### config.mk
export PLATFORM = sky130hd
export DESIGN_NAME = ptg_core
export DESIGN_NICKNAME = d
export VERILOG_FILES = /design/src/rtl/ptg_pkg.sv /design/src/rtl/ptg_core.sv
export VERILOG_INCLUDE_DIRS = /design/src /design/src/rtl
export SDC_FILE = /design/constraint.sdc
export NUM_CORES = 2
export LEC_CHECK = 0
export BUFFER_PORTS_ARGS = -buffer_cell sky130_fd_sc_hd__buf_4
export CORE_MARGIN = 2
export CORE_UTILIZATION = 65
export CTS_CLUSTER_SIZE = 30
export DETAILED_ROUTE_END_ITERATION = 8
export PLACE_DENSITY = 0.92
export SYNTH_ARGS = -nofsm -noshare
export SYNTH_HDL_FRONTEND = slang
export SYNTH_SLANG_ARGS = --single-unit
### constraint.sdc
create_clock -name clk -period 9.37 [get_ports clk]
set_clock_uncertainty 0.05 [all_clocks]
set_input_delay 0.937 -clock clk [delete_from_list [all_inputs] [get_ports clk]]
set_output_delay 0.937 -clock clk [all_outputs]
set_load 0.05 [all_outputs]
### src/rtl/ptg_cfg.svh
// constants: register offsets, field positions, reset values, timing
// Summary of operation
// - reseed level picks up to which channel state the reference reseeds
// - extend option multiplies the touch threshold by four
// - tracking does nothing while the sensing channel has no event
// - reference average is frozen while tracking is on and the sensing channel is active
// - weighted reference delta, 0 to 200 percent, comes off sensing average
// - mode bit: flick reported on release, swipe reported at once
// - coordinate filter 0..3 applies to flick and swipe, not tap
// - swipe needs coordinate change above threshold, per axis
// - tap rejected when movement exceeds half the swipe threshold
// - swipe or flick must finish below the timeout, 16 ms steps
// - tap must release within tap timeout, 16 ms steps
// - advanced offset puts average 8 counts off counts after reseed
// - command channel bits reseed those channels; command resets to zero
// - channel bits plus redo command re-tune channels at bus stop
// - reseed that lands outside the tuning band starts a re-tune
// - wake proximity threshold in counts; proximity halts its average
// - wake touch threshold is register times average over 256
// - four-bit hysteresis code picks fraction from 16-entry table
// - release threshold is touch threshold times one minus fraction
`ifndef PTG_CFG_SVH
`define PTG_CFG_SVH
`define PTG_OFS_REF_GEST    8'h86
`define PTG_OFS_TIMEOUTS    8'h87
`define PTG_OFS_RESEED_CMD  8'h88
`define PTG_OFS_WAKE_THR    8'h89
`define PTG_OFS_WAKE_HYST   8'h8a
`define PTG_RST_REG         16'h0000
`define PTG_RST_CMD         8'h00
// fields of the reference and gesture register, low byte
`define PTG_F_RSD_LVL_LO    0
`define PTG_F_EXTEND        2
`define PTG_F_TRACK_EN      3
`define PTG_F_SWIPE_MODE    4
`define PTG_F_ADV_OFS       5
`define PTG_F_CFILT_LO      6
// fields of the hysteresis register, low byte
`define PTG_F_HYST_LO       0
`define PTG_F_PROJECTED     4
// 8-count reseed offset and 1/8 tuning band shift
`define PTG_RESEED_OFS      16'h0008
`define PTG_BAND_SHIFT      3
// timeout step: 16 ms at 100 MHz
`define PTG_STEP_MS         16
`define PTG_CLK_KHZ         100000
`define PTG_STEP_CYC        (`PTG_STEP_MS * `PTG_CLK_KHZ)
`endif

### src/rtl/ptg_pkg.sv
// shared types of the proximity, touch and gesture block
package ptg_pkg;
	// gesture tracker states, gray along idle, touching, reported
	typedef enum logic [1:0] {
		PTG_G_IDLE  = 2'b00,
		PTG_G_TOUCH = 2'b01,
		PTG_G_DONE  = 2'b11
	} ptg_gest_t;
endpackage

### src/rtl/ptg_core.sv
// wake channel, reference tracking, reseed command and gesture logic
`timescale 1ns/1ps
`include "ptg_cfg.svh"
module ptg_core #(
	parameter int unsigned STEP_CYC    = `PTG_STEP_CYC,
	parameter logic [15:0] TUNE_TARGET = 16'h0320
) (
	input  wire logic        clk,
	input  wire logic        rst_n,
	input  wire logic        wr_en,
	input  wire logic [7:0]  wr_addr,
	input  wire logic [15:0] wr_data,
	input  wire logic [7:0]  rd_addr,
	output logic      [15:0] rd_data_r,
	input  wire logic        redo_tune_cmd,
	input  wire logic        bus_stop,
	input  wire logic        sample_valid,
	input  wire logic [15:0] wake_counts,
	input  wire logic [15:0] ref_counts,
	input  wire logic [7:0]  ref_weight,
	input  wire logic        tp_touch,
	input  wire logic [7:0]  tp_x,
	input  wire logic [7:0]  tp_y,
	output logic             wake_prox_r,
	output logic             wake_touch_r,
	output logic      [15:0] wake_lta_r,
	output logic      [15:0] ref_lta_r,
	output logic      [7:0]  reseed_ch_r,
	output logic      [7:0]  retune_ch_r,
	output logic             swipe_x_r,
	output logic             swipe_y_r,
	output logic             tap_r
);
	logic        rst_s1_r, rst_sn_r;
	logic [15:0] cfg_r, cfg_nxt, tmo_r, tmo_nxt, thr_r, thr_nxt;
	logic [15:0] hys_r, hys_nxt, rd_nxt;
	logic [7:0]  cmd_r, cmd_nxt;
	logic        redo_r, redo_nxt;
	logic [7:0]  rsd_nxt, rtn_nxt;
	logic [15:0] wlta_nxt, rlta_nxt, delta, rdelta, rsd_val;
	logic        prox_nxt, touch_nxt, wake_rsd, ref_rsd, cond, band_bad;
	logic [17:0] touch_thr, rel_thr;
	logic [23:0] wt_prod;
	logic [25:0] rel_prod;
	logic [1:0]  rank;

	// released reset copy; async assert, two-flop release
	always_ff @(posedge clk or negedge rst_n) begin
		if (!rst_n) begin
			rst_s1_r <= 1'b0;
			rst_sn_r <= 1'b0;
		end else begin
			rst_s1_r <= 1'b1;
			rst_sn_r <= rst_s1_r;
		end
	end

	// absolute difference, used by every coordinate check
	function automatic logic [7:0] adiff(input logic [7:0] a,
		input logic [7:0] b);
		adiff = (a > b) ? a - b : b - a;
	endfunction

	// release fraction numerator out of 256
	function automatic logic [7:0] hyst_frac(input logic [3:0] c);
		logic [127:0] tab;
		tab = 128'hc3a7_907b_6755_4537_2a1f_150e_0803_0100; // code 0 lowest
		hyst_frac = tab[{c, 3'b000} +: 8];
	endfunction

	// register writes, readback and the deferred reseed command
	always_comb begin
		cfg_nxt  = cfg_r;
		tmo_nxt  = tmo_r;
		thr_nxt  = thr_r;
		hys_nxt  = hys_r;
		cmd_nxt  = cmd_r;
		redo_nxt = redo_r | redo_tune_cmd;
		rsd_nxt  = 8'h00;
		rtn_nxt  = 8'h00;
		if (wr_en) begin
			case (wr_addr)
				`PTG_OFS_REF_GEST:   cfg_nxt = wr_data;
				`PTG_OFS_TIMEOUTS:   tmo_nxt = wr_data;
				`PTG_OFS_RESEED_CMD: cmd_nxt = wr_data[7:0] & 8'hf7;
				`PTG_OFS_WAKE_THR:   thr_nxt = wr_data;
				`PTG_OFS_WAKE_HYST:  hys_nxt = wr_data & 16'hff1f;
				default:             cmd_nxt = cmd_r;
			endcase
		end
		// act at stop; redo in the same window turns reseed to re-tune
		if (bus_stop) begin
			if (redo_nxt) rtn_nxt = cmd_nxt;
			else rsd_nxt = cmd_nxt;
			cmd_nxt  = `PTG_RST_CMD;
			redo_nxt = 1'b0;
		end
		// auto re-tune of the wake channel after an out-of-band reseed
		if (wake_rsd && band_bad) rtn_nxt[0] = 1'b1;
		case (rd_addr)
			`PTG_OFS_REF_GEST:   rd_nxt = cfg_r;
			`PTG_OFS_TIMEOUTS:   rd_nxt = tmo_r;
			`PTG_OFS_RESEED_CMD: rd_nxt = {8'h00, cmd_r};
			`PTG_OFS_WAKE_THR:   rd_nxt = thr_r;
			`PTG_OFS_WAKE_HYST:  rd_nxt = hys_r;
			default:             rd_nxt = 16'h0000;
		endcase
	end

	always_ff @(posedge clk or negedge rst_sn_r) begin
		if (!rst_sn_r) begin
			cfg_r       <= `PTG_RST_REG;
			tmo_r       <= `PTG_RST_REG;
			thr_r       <= `PTG_RST_REG;
			hys_r       <= `PTG_RST_REG;
			cmd_r       <= `PTG_RST_CMD;
			redo_r      <= 1'b0;
			reseed_ch_r <= 8'h00;
			retune_ch_r <= 8'h00;
			rd_data_r   <= 16'h0000;
		end else begin
			cfg_r       <= cfg_nxt;
			tmo_r       <= tmo_nxt;
			thr_r       <= thr_nxt;
			hys_r       <= hys_nxt;
			cmd_r       <= cmd_nxt;
			redo_r      <= redo_nxt;
			reseed_ch_r <= rsd_nxt;
			retune_ch_r <= rtn_nxt;
			rd_data_r   <= rd_nxt;
		end
	end

	// wake channel thresholds, state flags, averages and tracking
	always_comb begin
		// mutual sensing pulls counts down, so the delta flips
		if (hys_r[`PTG_F_PROJECTED])
			delta = (wake_lta_r > wake_counts) ? wake_lta_r - wake_counts : 16'h0000;
		else
			delta = (wake_counts > wake_lta_r) ? wake_counts - wake_lta_r : 16'h0000;
		rdelta = (ref_counts > ref_lta_r) ? ref_counts - ref_lta_r
			: ref_lta_r - ref_counts;
		touch_thr = {2'b00, 16'((24'(thr_r[15:8]) * 24'(wake_lta_r)) >> 8)};
		if (cfg_r[`PTG_F_EXTEND]) touch_thr = touch_thr << 2;
		rel_prod = 26'(touch_thr) * (26'h100 - 26'(hyst_frac(hys_r[3:0])));
		rel_thr = rel_prod[25:8];
		prox_nxt  = wake_prox_r;
		touch_nxt = wake_touch_r;
		if (sample_valid) begin
			prox_nxt  = delta > {8'h00, thr_r[7:0]};
			// enter above touch, hold until delta drops to release
			touch_nxt = wake_touch_r ? ({2'b00, delta} > rel_thr)
				: ({2'b00, delta} > touch_thr);
		end
		cond = wake_prox_r | wake_touch_r;
		rank = wake_touch_r ? 2'd2 : (wake_prox_r ? 2'd1 : 2'd0);
		// reference event reseeds sensing channel in states up to the level
		ref_rsd = sample_valid && (rdelta > {8'h00, thr_r[7:0]})
			&& (rank <= cfg_r[`PTG_F_RSD_LVL_LO +: 2]);
		wake_rsd = rsd_nxt[0] | ref_rsd;
		rsd_val = wake_counts;
		if (cfg_r[`PTG_F_ADV_OFS])
			rsd_val = hys_r[`PTG_F_PROJECTED] ? wake_counts - `PTG_RESEED_OFS
				: wake_counts + `PTG_RESEED_OFS;
		band_bad = (rsd_val > TUNE_TARGET + (TUNE_TARGET >> `PTG_BAND_SHIFT))
			|| (rsd_val < TUNE_TARGET - (TUNE_TARGET >> `PTG_BAND_SHIFT));
		wt_prod = 24'(rdelta) * 24'(ref_weight); // weight/128: 0..~200%
		wlta_nxt = wake_lta_r;
		rlta_nxt = ref_lta_r;
		if (wake_rsd) begin
			wlta_nxt = rsd_val;
		end else if (sample_valid) begin
			if (cfg_r[`PTG_F_TRACK_EN] && cond) begin
				wlta_nxt = wake_lta_r - 16'(wt_prod >> 7);
			end else if (!cond) begin
				// slow follow; proximity halts it
				wlta_nxt = wake_lta_r + 16'($signed({1'b0, wake_counts})
					- $signed({1'b0, wake_lta_r}) >>> 4);
			end
			// frozen only while tracking an active channel
			if (!(cfg_r[`PTG_F_TRACK_EN] && cond))
				rlta_nxt = ref_counts;
		end
	end

	always_ff @(posedge clk or negedge rst_sn_r) begin
		if (!rst_sn_r) begin
			wake_prox_r  <= 1'b0;
			wake_touch_r <= 1'b0;
			wake_lta_r   <= 16'h0000;
			ref_lta_r    <= 16'h0000;
		end else begin
			wake_prox_r  <= prox_nxt & ~wake_rsd;
			wake_touch_r <= touch_nxt & ~wake_rsd;
			wake_lta_r   <= wlta_nxt;
			ref_lta_r    <= rlta_nxt;
		end
	end

	// gesture timing, coordinate filter and qualification
	ptg_pkg::ptg_gest_t gst_r, gst_nxt;
	logic [20:0] tick_r, tick_nxt;
	logic [7:0]  el_r, el_nxt, xf_r, xf_nxt, yf_r, yf_nxt;
	logic [7:0]  xs_r, xs_nxt, ys_r, ys_nxt;
	logic        sx_nxt, sy_nxt, tap_nxt, sw_x, sw_y, sw_time, tap_ok;
	logic [1:0]  cf;

	always_comb begin
		cf       = cfg_r[`PTG_F_CFILT_LO +: 2];
		gst_nxt  = gst_r;
		xs_nxt   = xs_r;
		ys_nxt   = ys_r;
		sx_nxt   = 1'b0;
		sy_nxt   = 1'b0;
		tap_nxt  = 1'b0;
		tick_nxt = tick_r + 21'd1;
		el_nxt   = el_r;
		if (tick_r >= 21'(STEP_CYC - 1)) begin
			tick_nxt = 21'd0;
			if (el_r != 8'hff) el_nxt = el_r + 8'd1;
		end
		// first-order filter on the gesture path only
		xf_nxt = xf_r;
		yf_nxt = yf_r;
		if (sample_valid) begin
			xf_nxt = 8'($signed({1'b0, xf_r}) + (($signed({1'b0, tp_x})
				- $signed({1'b0, xf_r})) >>> cf));
			yf_nxt = 8'($signed({1'b0, yf_r}) + (($signed({1'b0, tp_y})
				- $signed({1'b0, yf_r})) >>> cf));
		end
		sw_x    = adiff(xf_nxt, xs_r) > cfg_r[15:8];
		sw_y    = adiff(yf_nxt, ys_r) > cfg_r[15:8];
		sw_time = el_r < tmo_r[15:8];
		// raw coordinates for tap, limit is half the swipe threshold
		tap_ok  = (adiff(tp_x, xs_r) <= {1'b0, cfg_r[15:9]})
			&& (adiff(tp_y, ys_r) <= {1'b0, cfg_r[15:9]})
			&& (el_r < tmo_r[7:0]);
		if (sample_valid) begin
			case (gst_r)
				ptg_pkg::PTG_G_IDLE: begin
					if (tp_touch) begin
						gst_nxt  = ptg_pkg::PTG_G_TOUCH;
						xs_nxt   = tp_x;
						ys_nxt   = tp_y;
						xf_nxt   = tp_x;
						yf_nxt   = tp_y;
						el_nxt   = 8'h00;
						tick_nxt = 21'd0;
					end
				end
				ptg_pkg::PTG_G_TOUCH: begin
					if (!tp_touch) begin
						gst_nxt = ptg_pkg::PTG_G_IDLE;
						// flick reports only at release
						if (!cfg_r[`PTG_F_SWIPE_MODE] && sw_time) begin
							sx_nxt = sw_x;
							sy_nxt = sw_y;
						end
						tap_nxt = tap_ok && !(sw_time && (sw_x || sw_y)
							&& !cfg_r[`PTG_F_SWIPE_MODE]);
					end else if (cfg_r[`PTG_F_SWIPE_MODE] && sw_time
						&& (sw_x || sw_y)) begin
						gst_nxt = ptg_pkg::PTG_G_DONE;
						sx_nxt  = sw_x;
						sy_nxt  = sw_y;
					end
				end
				ptg_pkg::PTG_G_DONE: begin
					if (!tp_touch) gst_nxt = ptg_pkg::PTG_G_IDLE;
				end
				default: gst_nxt = ptg_pkg::PTG_G_IDLE;
			endcase
		end
	end

	always_ff @(posedge clk or negedge rst_sn_r) begin
		if (!rst_sn_r) begin
			gst_r     <= ptg_pkg::PTG_G_IDLE;
			tick_r    <= 21'd0;
			el_r      <= 8'h00;
			xf_r      <= 8'h00;
			yf_r      <= 8'h00;
			xs_r      <= 8'h00;
			ys_r      <= 8'h00;
			swipe_x_r <= 1'b0;
			swipe_y_r <= 1'b0;
			tap_r     <= 1'b0;
		end else begin
			gst_r     <= gst_nxt;
			tick_r    <= tick_nxt;
			el_r      <= el_nxt;
			xf_r      <= xf_nxt;
			yf_r      <= yf_nxt;
			xs_r      <= xs_nxt;
			ys_r      <= ys_nxt;
			swipe_x_r <= sx_nxt;
			swipe_y_r <= sy_nxt;
			tap_r     <= tap_nxt;
		end
	end
endmodule

==> impl_metrics.toml <==
[outcome]
status = "complete, but fails checks"
violations = "negative setup slack"

[synth]
synth_xor_area_frac = 0.0498
yosysUniqueCellTypes = 98
synth_fa_ha_area_frac = 0.346
muxShareOfSynthArea = 0.0548
synthTopCellsByArea = "fa_1, ha_1, dfrtp_1"
synth_compound_area_frac = 0.143
ys_seq_area_frac = 0.158
netlist.area_leader.share = 0.180
async_reset_ff_frac = 1.00
yosys.area_share.simple = 0.169
netlist.top_cell.by_area = "fa_1"
synth-main-ff-cell = "dfrtp_1"
syn_avg_cell_area_sq_um = 8.52
synth.net_count = 4608
ys_seq_elements = 204
synthCells = 3793
synth_edf_count = 0
yosys_warnings = 0
syn-cell-area_sq_um = 32300
synth_top_family_by_area = "adder cells"

[route]
viasPerCell = 6.23
avgRoutedWirePerCell_microns = 21.1
dr.pass1.iters = 9
num_vias = 30600
drtIter0Drc = 3087
antenna_left = 0
drc = 0
wl_microns = 103000

[cts]
numCtsBuffers = 25
cts.sinks = 204
cts_root_buffer = "clkbuf_16"
htree_levels = 1
cts_tree = "done"
clock_path_buffers = 3
clock_latency_ns = 0.59
cts.clk_slew.worst_paths_ns = 0.07

[setup_path]
critPathKind = "reg -> reg"
timing.rr.end = "wake_touch_r"
cpMaxStageDelayCell = "fa_1"
cp-start-kind = "flip-flop"
reg2regPathDepth = 41
cp_max_fo = 9
required_ns = 9.80
timing.rr.start = "thr_r[12]"
slowest_delay_ns = 0.57
cp_common_cell = "fa_1"
arrival_ns = 11.53
cp-end-kind = "flip-flop"
ff2ff_setup_slack_ns = -1.73

[layout]
drive_gt1_frac = 0.181
utilization = 0.775
final_common_cell = "inv_1"
nFillCells = 3003
final_cell_mix = "inv_1, buf_4, ha_1"
nNetsFinal = 5042
layoutNonFillerInstCount = 4913
area_growth_pct = 17.5

[floorplan]
die_y_microns = 227
start_util = 0.659
die_area_sq_um = 51500
io_pins = 164
die_w_microns = 227
rows = 81
core_sq_um = 49100

[sta]
worst_slack_ns = -1.73
min_period_over_period = 1.19
drv_slew = 0
rsz0062_at_grt = "yes"
final_hold_viol_count = 0
worstMarginPinSlew_ns = 1.14
period_needed_ns = 11.10
max_freq_ghz = 0.0901
finalSetupViolations = 3
relSlewSlack = 0.239

[global_routing]
grt_pass1_wl_microns = 162000
antenna_found_initial = 5
grt-ovfl-total = 0
grt_pass1_vias = 31800
groute.usage.overall = 0.399
grt_max_degree = 162

[hold_path]
hold_path.class = "in -> async"

[placed_design]
pre_cts_slack_ns = -1.73
dpl.hpwl_microns = 79600
port_buffers = 163
place.gp.congestion = 1.03
place_inst = 4849

[run]
cap_violations = 0
## critical path, delay by kind of cell (launching register included)
family | cells | cell delay (ns)
AOI/OAI and AO/OA | 11 | 2.24
xor gates and xnor gates | 2 | 0.32
and+or+nand+nor | 8 | 1.09
muxes | 1 | 0.42
buffers and inverters | 7 | 0.74
adders and majority gates | 12 | 5.68
DFF | 1 | 0.45
## worst max-delay path by stage
stage,cells after the start,from,to
floorplan,50,wake_lta_r[4],wake_touch_r
global placement,45,thr_r[11],wake_touch_r
detailed placement,46,thr_r[14],wake_touch_r
CTS,49,thr_r[10],wake_touch_r
global route,50,thr_r[10],wake_touch_r
finish,41,thr_r[12],wake_touch_r
## logic make-up after synthesis
group           after synthesis
fa+ha+maj                   721
other cells                   1
buf+inv                     660
compound gates              720
xor+xnor                    183
flops                       204
simple gates               1137
mux                         167
## metrics by stage
step / instance area [sq um] / setup TNS [ns] / hold WS, ns
3_5_place_dp: 36800 / -3.87 / 0.286
6_report: 38000 / -1.80 / 0.0858
4_1_cts: 37700 / -1.63 / 0.0758
3_3_place_gp: 36800 / -3.08 / 0.283
2_1_floorplan: 32600 / -1.24 / 0.281
5_1_grt: 38000 / -3.13 / 0.0844
## final cells by class
class | instances | area (sq um) | area share
Tap cell | 664 | 831 | 0.0219
Clock buffer | 30 | 674 | 0.0177
Antenna cell | 3 | 7.51 | 0.000198
Timing Repair Buffer | 521 | 3930 | 0.103
Clock inverter | 16 | 201 | 0.00530
Sequential cell | 204 | 5130 | 0.135
Multi-Input combinational cell | 2929 | 25200 | 0.663
Inverter | 546 | 2050 | 0.0539
## Yosys cell counts, drive strengths merged (8+ instances only)
| master | instances |
|---|---|
| clkbuf | 95 |
| mux2 | 78 |
| nor2b | 59 |
| o22a | 8 |
| xor2 | 73 |
| a22oi | 34 |
| mux2i | 89 |
| nand3 | 51 |
| o211ai | 9 |
| o21bai | 31 |
| o21ai | 178 |
| a21oi | 199 |
| a211oi | 21 |
| o31ai | 11 |
| and3 | 30 |
| nor3 | 42 |
| a21o | 63 |
| nand4 | 28 |
| a21boi | 11 |
| xnor2 | 110 |
| nor4 | 12 |
| inv | 544 |
| a31oi | 21 |
| dfrtp | 204 |
| o21a | 34 |
| and2 | 161 |
| o22ai | 11 |
| a211o | 11 |
| or3 | 12 |
| buf | 19 |
| ha | 429 |
| nand2b | 49 |
| fa | 291 |
| a221oi | 17 |
| or2 | 10 |
| nand2 | 394 |
| nor2 | 257 |
## registers in the layout, summed over array words and instances, names as in the netlist, 13 cells and up
| name | flops |
|---|---|
| cfg_r | 16 |
| hys_r | 13 |
| rd_data_r | 16 |
| ref_lta_r | 16 |
| thr_r | 16 |
| tick_r | 21 |
| tmo_r | 16 |
| wake_lta_r | 16 |
## repair_timing
| item | 4_1_cts | 5_1_grt |
|---|---|---|
| pin swaps | 6 | 32 |
| setup buffers | 2 | 13 |
| gates resized for setup | 18 | 46 |
| hold buffers | 0 | 0 |
| setup endpoints to repair | 4 | 10 |
## metal layers
metal	track usage	wire length (microns)	up-vias
met3	0.0971	10100	641
met2	0.674	48500	1886
met5	0	49	-
met1	0.450	36300	14600
met4	0.264	8480	6
li1	-	-	13500
Power is left out: the tool's default activity adds up to more than one toggle a clock period on the data nets, which glitch-free logic cannot reach.
